### src/shared/tcam_cfg.svh
`ifndef TCAM_CFG_SVH
`define TCAM_CFG_SVH
`define TCAM_ADDR_CTRL      32'h0000_0000
`define TCAM_ADDR_STATUS    32'h0000_0004
`define TCAM_ADDR_STRAPS    32'h0000_0008
`define TCAM_CTRL_MEM_EN    0
`define TCAM_CTRL_PWRDN     1
`define TCAM_CTRL_RESET     32'h0000_0000
`define TCAM_SYNC_STAGES    2
`define TCAM_STRAP_DELAY_NS 100
`define TCAM_CLK_NS         20
`define TCAM_STRAP_CYCLES   ((`TCAM_STRAP_DELAY_NS + `TCAM_CLK_NS - 1) / `TCAM_CLK_NS)
`endif

### src/shared/tcam_pkg.sv
package tcam_pkg;
    typedef enum logic [1:0] {
        STRAP_WAIT,
        STRAP_TAKE,
        STRAP_DONE
    } tcam_strap_type;
    typedef logic [1:0] tcam_port_type;
endpackage

### src/verilog/tcam_sync.sv
`timescale 1ns/1ps
`default_nettype none
module tcam_sync #(
    parameter int W = 1
) (
    input  wire logic         hclk,
    input  wire logic         hresetn,
    input  wire logic [W-1:0] d,
    output var  logic [W-1:0] q
);
    logic [W-1:0] meta_q;

    always_ff @(posedge hclk or negedge hresetn) begin
        if (!hresetn) begin
            meta_q <= '0;
            q      <= '0;
        end else begin
            meta_q <= d;
            q      <= meta_q;
        end
    end
endmodule
`default_nettype wire

### src/verilog/tcam_mode_select.sv
// The address map and the AHB-Lite interface to the registers were decided locally.
`timescale 1ns/1ps
`default_nettype none
`include "tcam_cfg.svh"
module tcam_mode_select (
    input  wire logic                  hclk,
    input  wire logic                  hresetn,
    input  wire logic [31:0]           haddr,
    input  wire logic [1:0]            htrans,
    input  wire logic                  hwrite,
    input  wire logic [2:0]            hsize,
    input  wire logic                  hsel,
    input  wire logic                  hready,
    input  wire logic [31:0]           hwdata,
    output var  logic [31:0]           hrdata,
    output logic                       hreadyout,
    output logic                       hresp,
    input  wire logic                  typec_control_mode_select,
    input  wire logic                  attach_polarity_select,
    input  wire tcam_pkg::tcam_port_type port_attach_in,
    input  wire tcam_pkg::tcam_port_type port_orientation_in,
    input  wire tcam_pkg::tcam_port_type mode2_attach_line_a,
    input  wire tcam_pkg::tcam_port_type mode2_attach_line_b,
    input  wire logic [3:0]            mem_data_in,
    output var  logic [3:0]            mem_lane_data,
    output logic                       mem_chip_enable_n_out,
    output logic                       mem_chip_enable_n_oe,
    output var  logic                  battery_charge_enable_strap,
    output var  tcam_pkg::tcam_port_type phy_power_on,
    output var  tcam_pkg::tcam_port_type phy_a_enable,
    output var  tcam_pkg::tcam_port_type phy_b_enable,
    output var  logic                  control_mode2_active
);
    import tcam_pkg::*;

    localparam int NSYNC = 10;

    logic [NSYNC-1:0] raw_in;
    logic [NSYNC-1:0] sync_in;
    logic             mode_s;
    logic             pol_s;
    tcam_port_type    att_s;
    tcam_port_type    ori_s;
    tcam_port_type    mxa_s;
    tcam_port_type    mxb_s;
    tcam_port_type    attach_act;
    tcam_port_type    orient_act;
    logic [31:0]      ctrl_q;
    logic             wr_pend_q;
    logic             rd_pend_q;
    logic [31:0]      addr_q;
    logic             mem_en;
    logic             pwrdn;
    tcam_strap_type   strap_state_q;
    logic [7:0]       strap_cnt_q;
    logic [31:0]      rd_word;
    logic             addr_phase;

    // Selected inputs become active high for the rest of the logic
    function automatic tcam_port_type to_active(input tcam_port_type v, input logic pol);
        to_active = pol ? ~v : v;
    endfunction

    assign raw_in = {typec_control_mode_select, attach_polarity_select, port_attach_in,
                     port_orientation_in, mode2_attach_line_a, mode2_attach_line_b};

    // Two flops per input; only the second stage is used
    tcam_sync #(.W(NSYNC)) u_sync (
        .hclk    (hclk),
        .hresetn (hresetn),
        .d       (raw_in),
        .q       (sync_in)
    );

    // A reset value of zero gives mode 1 and active high until inputs settle
    assign {mode_s, pol_s, att_s, ori_s, mxa_s, mxb_s} = sync_in;

    always_comb begin
        if (mode_s) begin
            attach_act = to_active(mxa_s, pol_s);
            orient_act = to_active(mxb_s, pol_s);
        end else begin
            attach_act = to_active(att_s, pol_s);
            orient_act = to_active(ori_s, pol_s);
        end
    end

    always_ff @(posedge hclk or negedge hresetn) begin
        if (!hresetn) begin
            phy_power_on         <= '0;
            phy_a_enable         <= '0;
            phy_b_enable         <= '0;
            control_mode2_active <= 1'b0;
        end else begin
            phy_power_on         <= attach_act;
            phy_a_enable         <= attach_act & ~orient_act;
            phy_b_enable         <= attach_act & orient_act;
            control_mode2_active <= mode_s;
        end
    end

    assign mem_en = ctrl_q[`TCAM_CTRL_MEM_EN];
    assign pwrdn  = ctrl_q[`TCAM_CTRL_PWRDN];

    always_ff @(posedge hclk or negedge hresetn) begin
        if (!hresetn) begin
            mem_lane_data <= '0;
        end else if (mem_en) begin
            mem_lane_data <= mem_data_in;
        end
    end

    // Chip enable is driven high in powerdown with memory enabled so the memory cannot wake
    assign mem_chip_enable_n_out = 1'b1;
    assign mem_chip_enable_n_oe  = mem_en & pwrdn;

    // Strap is taken once, a settle time after reset, and only without memory
    always_ff @(posedge hclk or negedge hresetn) begin
        if (!hresetn) begin
            strap_state_q               <= STRAP_WAIT;
            strap_cnt_q                 <= '0;
            battery_charge_enable_strap <= 1'b0;
        end else begin
            case (strap_state_q)
                STRAP_WAIT: begin
                    if (strap_cnt_q == 8'(`TCAM_STRAP_CYCLES - 1)) begin
                        strap_state_q <= STRAP_TAKE;
                    end else begin
                        strap_cnt_q <= strap_cnt_q + 8'h01;
                    end
                end
                STRAP_TAKE: begin
                    if (!mem_en) begin
                        battery_charge_enable_strap <= mem_data_in[0];
                    end
                    strap_state_q <= STRAP_DONE;
                end
                STRAP_DONE: strap_state_q <= STRAP_DONE;
                default:    strap_state_q <= STRAP_WAIT;
            endcase
        end
    end

    assign addr_phase = hsel & hready & htrans[1];

    always_ff @(posedge hclk or negedge hresetn) begin
        if (!hresetn) begin
            wr_pend_q <= 1'b0;
            rd_pend_q <= 1'b0;
            addr_q    <= '0;
        end else if (hready) begin
            wr_pend_q <= addr_phase & hwrite;
            rd_pend_q <= addr_phase & ~hwrite;
            addr_q    <= haddr;
        end
    end

    always_ff @(posedge hclk or negedge hresetn) begin
        if (!hresetn) begin
            ctrl_q <= `TCAM_CTRL_RESET;
        end else if (wr_pend_q && addr_q == `TCAM_ADDR_CTRL) begin
            ctrl_q <= {30'h0000_0000, hwdata[1:0]};
        end
    end

    always_comb begin
        case (haddr)
            `TCAM_ADDR_CTRL:   rd_word = ctrl_q;
            `TCAM_ADDR_STATUS: rd_word = {23'h00_0000, control_mode2_active, phy_b_enable,
                                          phy_a_enable, phy_power_on, pol_s, mode_s};
            `TCAM_ADDR_STRAPS: rd_word = {31'h0000_0000, battery_charge_enable_strap};
            default:           rd_word = 32'h0000_0000;
        endcase
    end

    always_ff @(posedge hclk or negedge hresetn) begin
        if (!hresetn) begin
            hrdata <= '0;
        end else if (addr_phase && !hwrite) begin
            hrdata <= rd_word;
        end
    end

    assign hreadyout = 1'b1;
    assign hresp     = 1'b0;

    bus_zero_wait_a : assert property (@(posedge hclk) disable iff (!hresetn) hreadyout && !hresp);
    phy_power_a : assert property (@(posedge hclk) disable iff (!hresetn)
        1'b1 |=> phy_power_on == $past(attach_act));
    phy_exclusive_a : assert property (@(posedge hclk) disable iff (!hresetn)
        (phy_a_enable & phy_b_enable) == 2'b00 && (phy_a_enable | phy_b_enable) == phy_power_on);
    mode1_path_a : assert property (@(posedge hclk) disable iff (!hresetn)
        !mode_s && !pol_s |-> attach_act == att_s && orient_act == ori_s);
    mode2_path_a : assert property (@(posedge hclk) disable iff (!hresetn)
        mode_s && !pol_s |-> attach_act == mxa_s && orient_act == mxb_s);
    low_polarity_a : assert property (@(posedge hclk) disable iff (!hresetn)
        pol_s && !mode_s |-> attach_act == ~att_s);
    input_sync_a : assert property (@(posedge hclk) disable iff (!hresetn)
        1'b1 |=> ##1 sync_in == $past(raw_in, 2));
    lane_capture_a : assert property (@(posedge hclk) disable iff (!hresetn)
        mem_en |=> mem_lane_data == $past(mem_data_in));
    chip_idle_a : assert property (@(posedge hclk) disable iff (!hresetn)
        mem_en && pwrdn |-> mem_chip_enable_n_oe && mem_chip_enable_n_out);
    strap_take_a : assert property (@(posedge hclk) disable iff (!hresetn)
        strap_state_q == STRAP_TAKE && !mem_en |=> battery_charge_enable_strap == $past(mem_data_in[0]));
    default_mode_a : assert property (@(posedge hclk) disable iff (!hresetn)
        $rose(hresetn) |-> !control_mode2_active);
    // Read data is the word decoded in the address phase; a control write lands one edge later
    read_data_a : assert property (@(posedge hclk) disable iff (!hresetn)
        addr_phase && !hwrite |=> rd_pend_q && hrdata == $past(rd_word));
    ctrl_write_a : assert property (@(posedge hclk) disable iff (!hresetn)
        wr_pend_q && addr_q == `TCAM_ADDR_CTRL |=> ctrl_q == ($past(hwdata) & 32'h0000_0003));
    lane_hold_a : assert property (@(posedge hclk) disable iff (!hresetn)
        !mem_en |=> $stable(mem_lane_data));
    strap_once_a : assert property (@(posedge hclk) disable iff (!hresetn)
        strap_state_q == STRAP_DONE |=> $stable(battery_charge_enable_strap));
    orient_invert_a : assert property (@(posedge hclk) disable iff (!hresetn)
        pol_s && !mode_s |-> orient_act == ~ori_s);
    mode2_invert_a : assert property (@(posedge hclk) disable iff (!hresetn)
        pol_s && mode_s |-> attach_act == ~mxa_s && orient_act == ~mxb_s);
endmodule
`default_nettype wire

### config.mk
export PLATFORM = sky130hd
export DESIGN_NAME = tcam_mode_select
export DESIGN_NICKNAME = d
export VERILOG_FILES = /design/src/shared/tcam_pkg.sv /design/src/verilog/tcam_sync.sv /design/src/verilog/tcam_mode_select.sv
export VERILOG_INCLUDE_DIRS = /design/src /design/src/shared
export SDC_FILE = /design/constraint.sdc
export NUM_CORES = 1
export LEC_CHECK = 0
export ABC_CLOCK_PERIOD_IN_PS = 2570
export BUFFER_PORTS_ARGS = -buffer_cell sky130_fd_sc_hd__buf_4
export CAP_MARGIN = 20
export CORE_AREA = 2 2 122 124
export DETAILED_ROUTE_END_ITERATION = 8
export DIE_AREA = 0 0 124 126
export PLACE_DENSITY = 0.56
export SLEW_MARGIN = 20
export SYNTH_ARGS = -nofsm -noshare
export SYNTH_HDL_FRONTEND = slang
export SYNTH_SLANG_ARGS = --single-unit
### constraint.sdc
create_clock -name hclk -period 2.57 [get_ports hclk]
set_clock_uncertainty 0.05 [all_clocks]
set_input_delay 0.3855 -clock hclk [delete_from_list [all_inputs] [get_ports hclk]]
set_output_delay 0.3855 -clock hclk [all_outputs]
set_load 0.005 [all_outputs]
==> results.toml, run 1 <==
[drt]
drc = 0
wirelength_um = 7060
vias = 2155
wl_per_cell_um = 13.4
drt_pre_antenna_iters = 4
via_per_inst = 4.09
ant_nets = 0
drtIter0Drc = 88

[sta]
slew_viol_final = 0
worst_pin_slew_ps = 522
rsz0062_at_grt = "false"
setup_violations = 0
timing.fmax_mhz = 507
max_slew_margin = 0.652
fin_hold_ws_ps = 106
hold_viol = 0
setup_tns_ps = 0
timing.final.crit_share = 0.768
post-route-min-period_ps = 1970

[clock_tree]
clk_pin_slew_ps = 60
cts_sinks = 86
clock_path_buffers = 2
insertion_delay_ps = 340
post_cts_resized = 0
htree_levels = 3
root_buffer = "clkbuf_16"
cts_tree = "yes"
cts_buffers = 9

[synthesis]
async_reset_ff_frac = 1.00
synth-main-ff-cell = "dfrtp_1"
ys_ff_latch = 86
ys_types = 35
ys_seq_area_frac = 0.613
synth_area_um2 = 3510
yosysWarningCount = 0
synth_top_cells_by_area = "dfrtp_1, mux2_1, buf_4"
yosysTopAreaCell = "dfrtp_1"
avgSynthCellArea_um2 = 13.7
synth_top_area_share = 0.613
synth_edf_count = 0
synth_cells = 257

[critical_path]
cp-start-kind = "register"
cp.arrival_ps = 2140
reg2reg_to = "strap_cnt_q[3]$_DFFE_PN0P_"
required_ps = 2740
timing.rr.start = "strap_cnt_q[0]$_DFFE_PN0P_"
crit_type = "reg -> reg"
reg2reg_depth = 6
r2r_slack_ps = 600
worstPathMaxFanout = 4
critPathCaptureType = "register"

[power_and_ir_drop]
netSwitchingPower_mw = 0.650
p_int_mw = 2.24
peakVddDrop_v = 0.000406
leakage_nw = 2.10
p_clk_frac = 0.410
seq_power_share = 0.512
swShare = 0.225
p_comb_frac = 0.079
powerDensity_nw_per_um2 = 642
power_mw = 2.88

[place]
dp_hpwl_um = 5320
gp_congestion = 0.697
portBuffers = 75

[job]
cap_viol_max_count = 0

[global_route]
grt_use_total = 0.0972
grt_pass1_vias = 2248
grt_pass1_wl_um = 11500
grt_overflow = 0
grt_max_degree = 48
antenna_found_initial = 0

[floorplanning]
row_count = 44
die_height_um = 126
core_area_um2 = 14300
die-area_um2 = 15600
fp.dieW_um = 124
pin_count = 136
initial_utilization = 0.245

[finish]
fillers = 1445
layout_commonest_cell = "dfrtp_1"
antenna_cells = 0
final_cell_mix = "dfrtp_1, buf_4, mux2_1"
area_delta_synth_final_pct = 28.0
final_core_util = 0.314
nets = 431
post_route_cells_drive_above_1_share = 0.286

[worst_hold_path]
worstHoldPathCells = 1
whs_endpoint = "u_sync.meta_q[9]$_DFF_PN0_"
hold_start = "typec_control_mode_select"
hold_path_class = "in -> reg"

[outcome]
status = "completed"
==> cell usage after synthesis, types with 3 or more instances <==
master    instances
dfrtp_1          86
nor2b_1           3
nand4_1           7
nand2_1           7
a22o_1            7
ha_1              4
and2_1            3
buf_4            26
clkbuf_1          4
mux2_1           39
nor2_1            4
nor3_1            4
o21ai_1           3
buf_1             3
nor4_1           14
inv_1             7
mux2i_1           6
xnor2_1           9
==> how the worst max path moves through the flow <==
stage | end | start | slack (ps) | depth (start not counted)
after global placement | hrdata[1]$_DFFE_PN0P_ | haddr[7] | 450 | 5
after floorplan | strap_cnt_q[4]$_DFFE_PN0P_ | strap_cnt_q[0]$_DFFE_PN0P_ | 760 | 6
final | strap_cnt_q[3]$_DFFE_PN0P_ | strap_cnt_q[0]$_DFFE_PN0P_ | 600 | 6
after global routing | strap_cnt_q[5]$_DFFE_PN0P_ | strap_cnt_q[0]$_DFFE_PN0P_ | 470 | 6
after CTS | strap_cnt_q[3]$_DFFE_PN0P_ | strap_cnt_q[0]$_DFFE_PN0P_ | 570 | 6
after detailed placement | hrdata[1]$_DFFE_PN0P_ | haddr[7] | 450 | 5
==> layer usage <==
layer	vias up	wire [µm]	part of all wire	track usage
met2	75	3330	0.47	0.148
li1	1016	-	-	-
met5	-	0	0	0
met3	10	472	0.067	0.0326
met4	0	95	0.013	0.0416
met1	1054	3150	0.45	0.125
==> flip-flops by register name, indices dropped and copies added, names as in the netlist <==
signal                       count
battery_charge_enable_strap      1
ctrl_q                           2
wr_pend_q                        1
phy_power_on                     2
phy_a_enable                     2
addr_q                          32
strap_state_q                    2
phy_b_enable                     2
u_sync.meta_q                   10
strap_cnt_q                      8
u_sync.q                        10
mem_lane_data                    4
hrdata                           9
control_mode2_active             1
==> worst max-delay path, stage by stage, from the launching register on <==
cell     delay [ps]
dfrtp_1         400
inv_1           120
ha_1            150
or4b_4          480
o41ai_2         380
nor2_1          120
xor2_1          160
==> power by group through the flow <==
stage          registers [mW]  logic [mW]  clock network, mW
6_report                 1.48       0.227               1.18
4_1_cts                  1.48       0.233               1.23
5_1_grt                  1.49       0.256               1.29
2_1_floorplan            1.49       0.120                  0
3_3_place_gp             1.50       0.227                  0
3_5_place_dp             1.50       0.231                  0
==> metrics by stage <==
step                      setup slack [ps]  std cells  area (µm²)
after floorplan                        759        281        3600
after detailed placement               454        511        4220
final                                  596        527        4500
after CTS                              567        527        4500
after global routing                   473        527        4500
after global placement                 447        511        4220
==> cell type report <==
type	instances	area, µm²	area share
Multi-Input combinational cell	154	1200	0.266
Tap cell	184	230	0.0512
Inverter	7	26.3	0.00584
Clock inverter	3	21.3	0.00473
Sequential cell	86	2150	0.479
Clock buffer	12	246	0.0548
Timing Repair Buffer	81	623	0.139
==> logic make-up after synthesis <==
family | count (synthesis) | synth area share
flip-flops | 86 | 0.613
AND/OR/NAND/NOR | 52 | 0.0898
multiplexers | 45 | 0.142
buffers and inverters | 41 | 0.0720
AO/OA/AOI/OAI | 16 | 0.0395
XOR/XNOR | 11 | 0.0274
adder cells (fa/ha/maj) | 4 | 0.0143
other | 2 | 0.00214
==> repair_timing <==
item / 4_1_cts / 5_1_grt
buffers inserted: 0 / 0
hold buffers: 1 / 0
endpoints found under the hold margin: 39 / 0
No activity file was read; power rests on OpenSTA's default activity.
==> inputs of run 2 (changes only) <==
--- a/config.mk
+++ b/config.mk
@@ -6,13 +6,13 @@
 export SDC_FILE = /design/constraint.sdc
 export NUM_CORES = 1
 export LEC_CHECK = 0
-export ABC_CLOCK_PERIOD_IN_PS = 2570
+export ABC_CLOCK_PERIOD_IN_PS = 1800
 export BUFFER_PORTS_ARGS = -buffer_cell sky130_fd_sc_hd__buf_4
 export CAP_MARGIN = 20
 export CORE_AREA = 2 2 122 124
 export DETAILED_ROUTE_END_ITERATION = 8
 export DIE_AREA = 0 0 124 126
-export PLACE_DENSITY = 0.56
+export PLACE_DENSITY = 0.58
 export SLEW_MARGIN = 20
 export SYNTH_ARGS = -nofsm -noshare
 export SYNTH_HDL_FRONTEND = slang
==> constraint.sdc (replaced) <==
create_clock -name hclk -period 1.8 [get_ports hclk]
set_clock_uncertainty 0.05 [all_clocks]
set_input_delay 0.27 -clock hclk [delete_from_list [all_inputs] [get_ports hclk]]
set_output_delay 0.27 -clock hclk [all_outputs]
set_load 0.005 [all_outputs]
==> results.toml, run 2 (synthesized netlist as in run 1, its figures left out) <==
[outcome]
status = "finished with violations"
violations = "negative setup slack"

[finish]
fillers = 1422
post_route_cells_drive_above_1_share = 0.344
antenna_cells = 0
final_cell_mix = "buf_4, dfrtp_1, mux2_1"
area_delta_synth_final_pct = 37.3
final_core_util = 0.337
layout_commonest_cell = "buf_4"
largest-register = "addr_q"
multi_input_area_um2 = 1280
nets = 457
largest_register_ff_count = 32
post_layout_nonfiller_instances = 553
design_area_um2 = 4820
seq_area_um2 = 2150
top_regs = "addr_q: 32 flops, u_sync.meta_q: 10 flops, u_sync.q: 10 flops"

[floorplanning]
row_count = 44
core_area_um2 = 14300
die-area_um2 = 15600
initial_utilization = 0.245
die_height_um = 126
fp.dieW_um = 124
pin_count = 136

[drt]
wl_per_cell_um = 13.3
drc = 0
drtIter0Drc = 67
via_per_inst = 4.06
vias = 2244
ant_nets = 0
wirelength_um = 7380
drt_pre_antenna_iters = 4

[critical_path]
cp-start-kind = "register"
crit_chain = "inv_2, ha_4, or4b_4, o41a_4, nand4_1, xnor2_1"
cp_slowest_cell = "or4b_4"
reg2reg_depth = 6
crit_type = "reg -> reg"
cp.arrival_ps = 2080
crit_start = "strap_cnt_q[0]$_DFFE_PN0P_"
timing.rr.start = "strap_cnt_q[0]$_DFFE_PN0P_"
critPathCaptureType = "register"
r2r_slack_ps = -80
required_ps = 2010
reg2reg_to = "strap_cnt_q[4]$_DFFE_PN0P_"
critPathCapture = "strap_cnt_q[4]$_DFFE_PN0P_"
critical-path-max-stage-delay_ps = 490
worstPathMaxFanout = 6

[power_and_ir_drop]
swShare = 0.223
netSwitchingPower_mw = 0.933
leakage_nw = 2.24
p_comb_frac = 0.085
seq_power_share = 0.506
powerDensity_nw_per_um2 = 868
power_mw = 4.19
p_int_mw = 3.25
peakVddDrop_v = 0.000513
p_clk_frac = 0.408

[worst_hold_path]
hold_start = "mem_data_in[2]"
hold_path_class = "in -> reg"

[job]
cap_viol_max_count = 0

[sta]
slew_viol_final = 0
worst_pin_slew_ps = 508
rsz0062_at_grt = "true"
setup_ws_ps = -77.7
setup_tns_ps = -194
timing.fmax_mhz = 533
hold_viol = 0
max_slew_margin = 0.661
setup_violations = 4
timing.final.crit_share = 1.04
post-route-min-period_ps = 1880

[global_route]
grt_use_total = 0.0998
grt_max_degree = 39
grt_pass1_wl_um = 11800
grt_overflow = 0
antenna_found_initial = 0
grt_pass1_vias = 2318

[clock_tree]
htree_levels = 3
clock_path_buffers = 2
insertion_delay_ps = 340
cts_sinks = 86
cts_tree = "yes"
clk_pin_slew_ps = 60
root_buffer = "clkbuf_16"
cts_buffers = 9

[place]
placed_cell_area_um2 = 4340
dp_hpwl_um = 5400
portBuffers = 75
placedCellCount = 525
gp_congestion = 0.677
## run 2: power by group through the flow
stage / combinational, mW / clock [mW] / sequential (mW)
6_report: 0.358 / 1.71 / 2.12
5_1_grt: 0.400 / 1.87 / 2.13
4_1_cts: 0.363 / 1.78 / 2.11
3_5_place_dp: 0.343 / 0 / 2.14
3_3_place_gp: 0.335 / 0 / 2.14
2_1_floorplan: 0.171 / 0 / 2.12
## run 2: critical path, delay by kind of cell (launching register included)
kind,cells,cell delay [ps]
AOI/OAI and AO/OA,1,410
xor gates and xnor gates,1,130
adders and majority gates,1,120
buffers and inverters,1,90
DFF,1,390
and+or+nand+nor,2,610
## run 2: area by class of cell
type	count	area share
inverters	7	0.00545
well taps	184	0.0477
clock inverters	3	0.00415
multi-input cells	154	0.266
repair buffers	107	0.177
flip-flops and latches	86	0.446
clock buffers	12	0.0532
## run 2: what timing repair did
| item | CTS | global route |
|---|---|---|
| pin swaps | 2 | 7 |
| cloned | 0 | 0 |
| setup endpoints to repair | 8 | 10 |
| setup buffers | 2 | 1 |
| resized for setup | 4 | 12 |
| hold buffers | 11 | 0 |
| hold endpoints to repair | 45 | 0 |
## run 2: worst min-delay path by stage
stage / to / slack [ps] / cells past startpoint
floorplan: addr_q[0]$_DFFE_PN0P_ / -80 / 0
CTS: mem_lane_data[2]$_DFFE_PN0P_ / 80 / 2
detailed placement: u_sync.meta_q[4]$_DFF_PN0_ / 230 / 1
global placement: u_sync.meta_q[4]$_DFF_PN0_ / 220 / 1
global route: mem_lane_data[2]$_DFFE_PN0P_ / 90 / 2
finish: mem_lane_data[2]$_DFFE_PN0P_ / 90 / 2
## run 2: through the flow
| stage | hold slack, ps | worst slack, ps |
|---|---|---|
| 2_1_floorplan | -75.6 | 12.1 |
| 6_report | 94.6 | -77.7 |
| 3_3_place_gp | 218 | -164 |
| 3_5_place_dp | 230 | -171 |
| 4_1_cts | 78.9 | -73.8 |
| 5_1_grt | 86.0 | -136 |
## run 2: per-layer routing
metal | GRT usage | up-vias | wire (µm)
li1 | - | 1064 | -
met1 | 0.124 | 1093 | 3260
met2 | 0.157 | 77 | 3520
met3 | 0.0371 | 10 | 476
met4 | 0.0377 | 0 | 127
met5 | 0 | - | 0
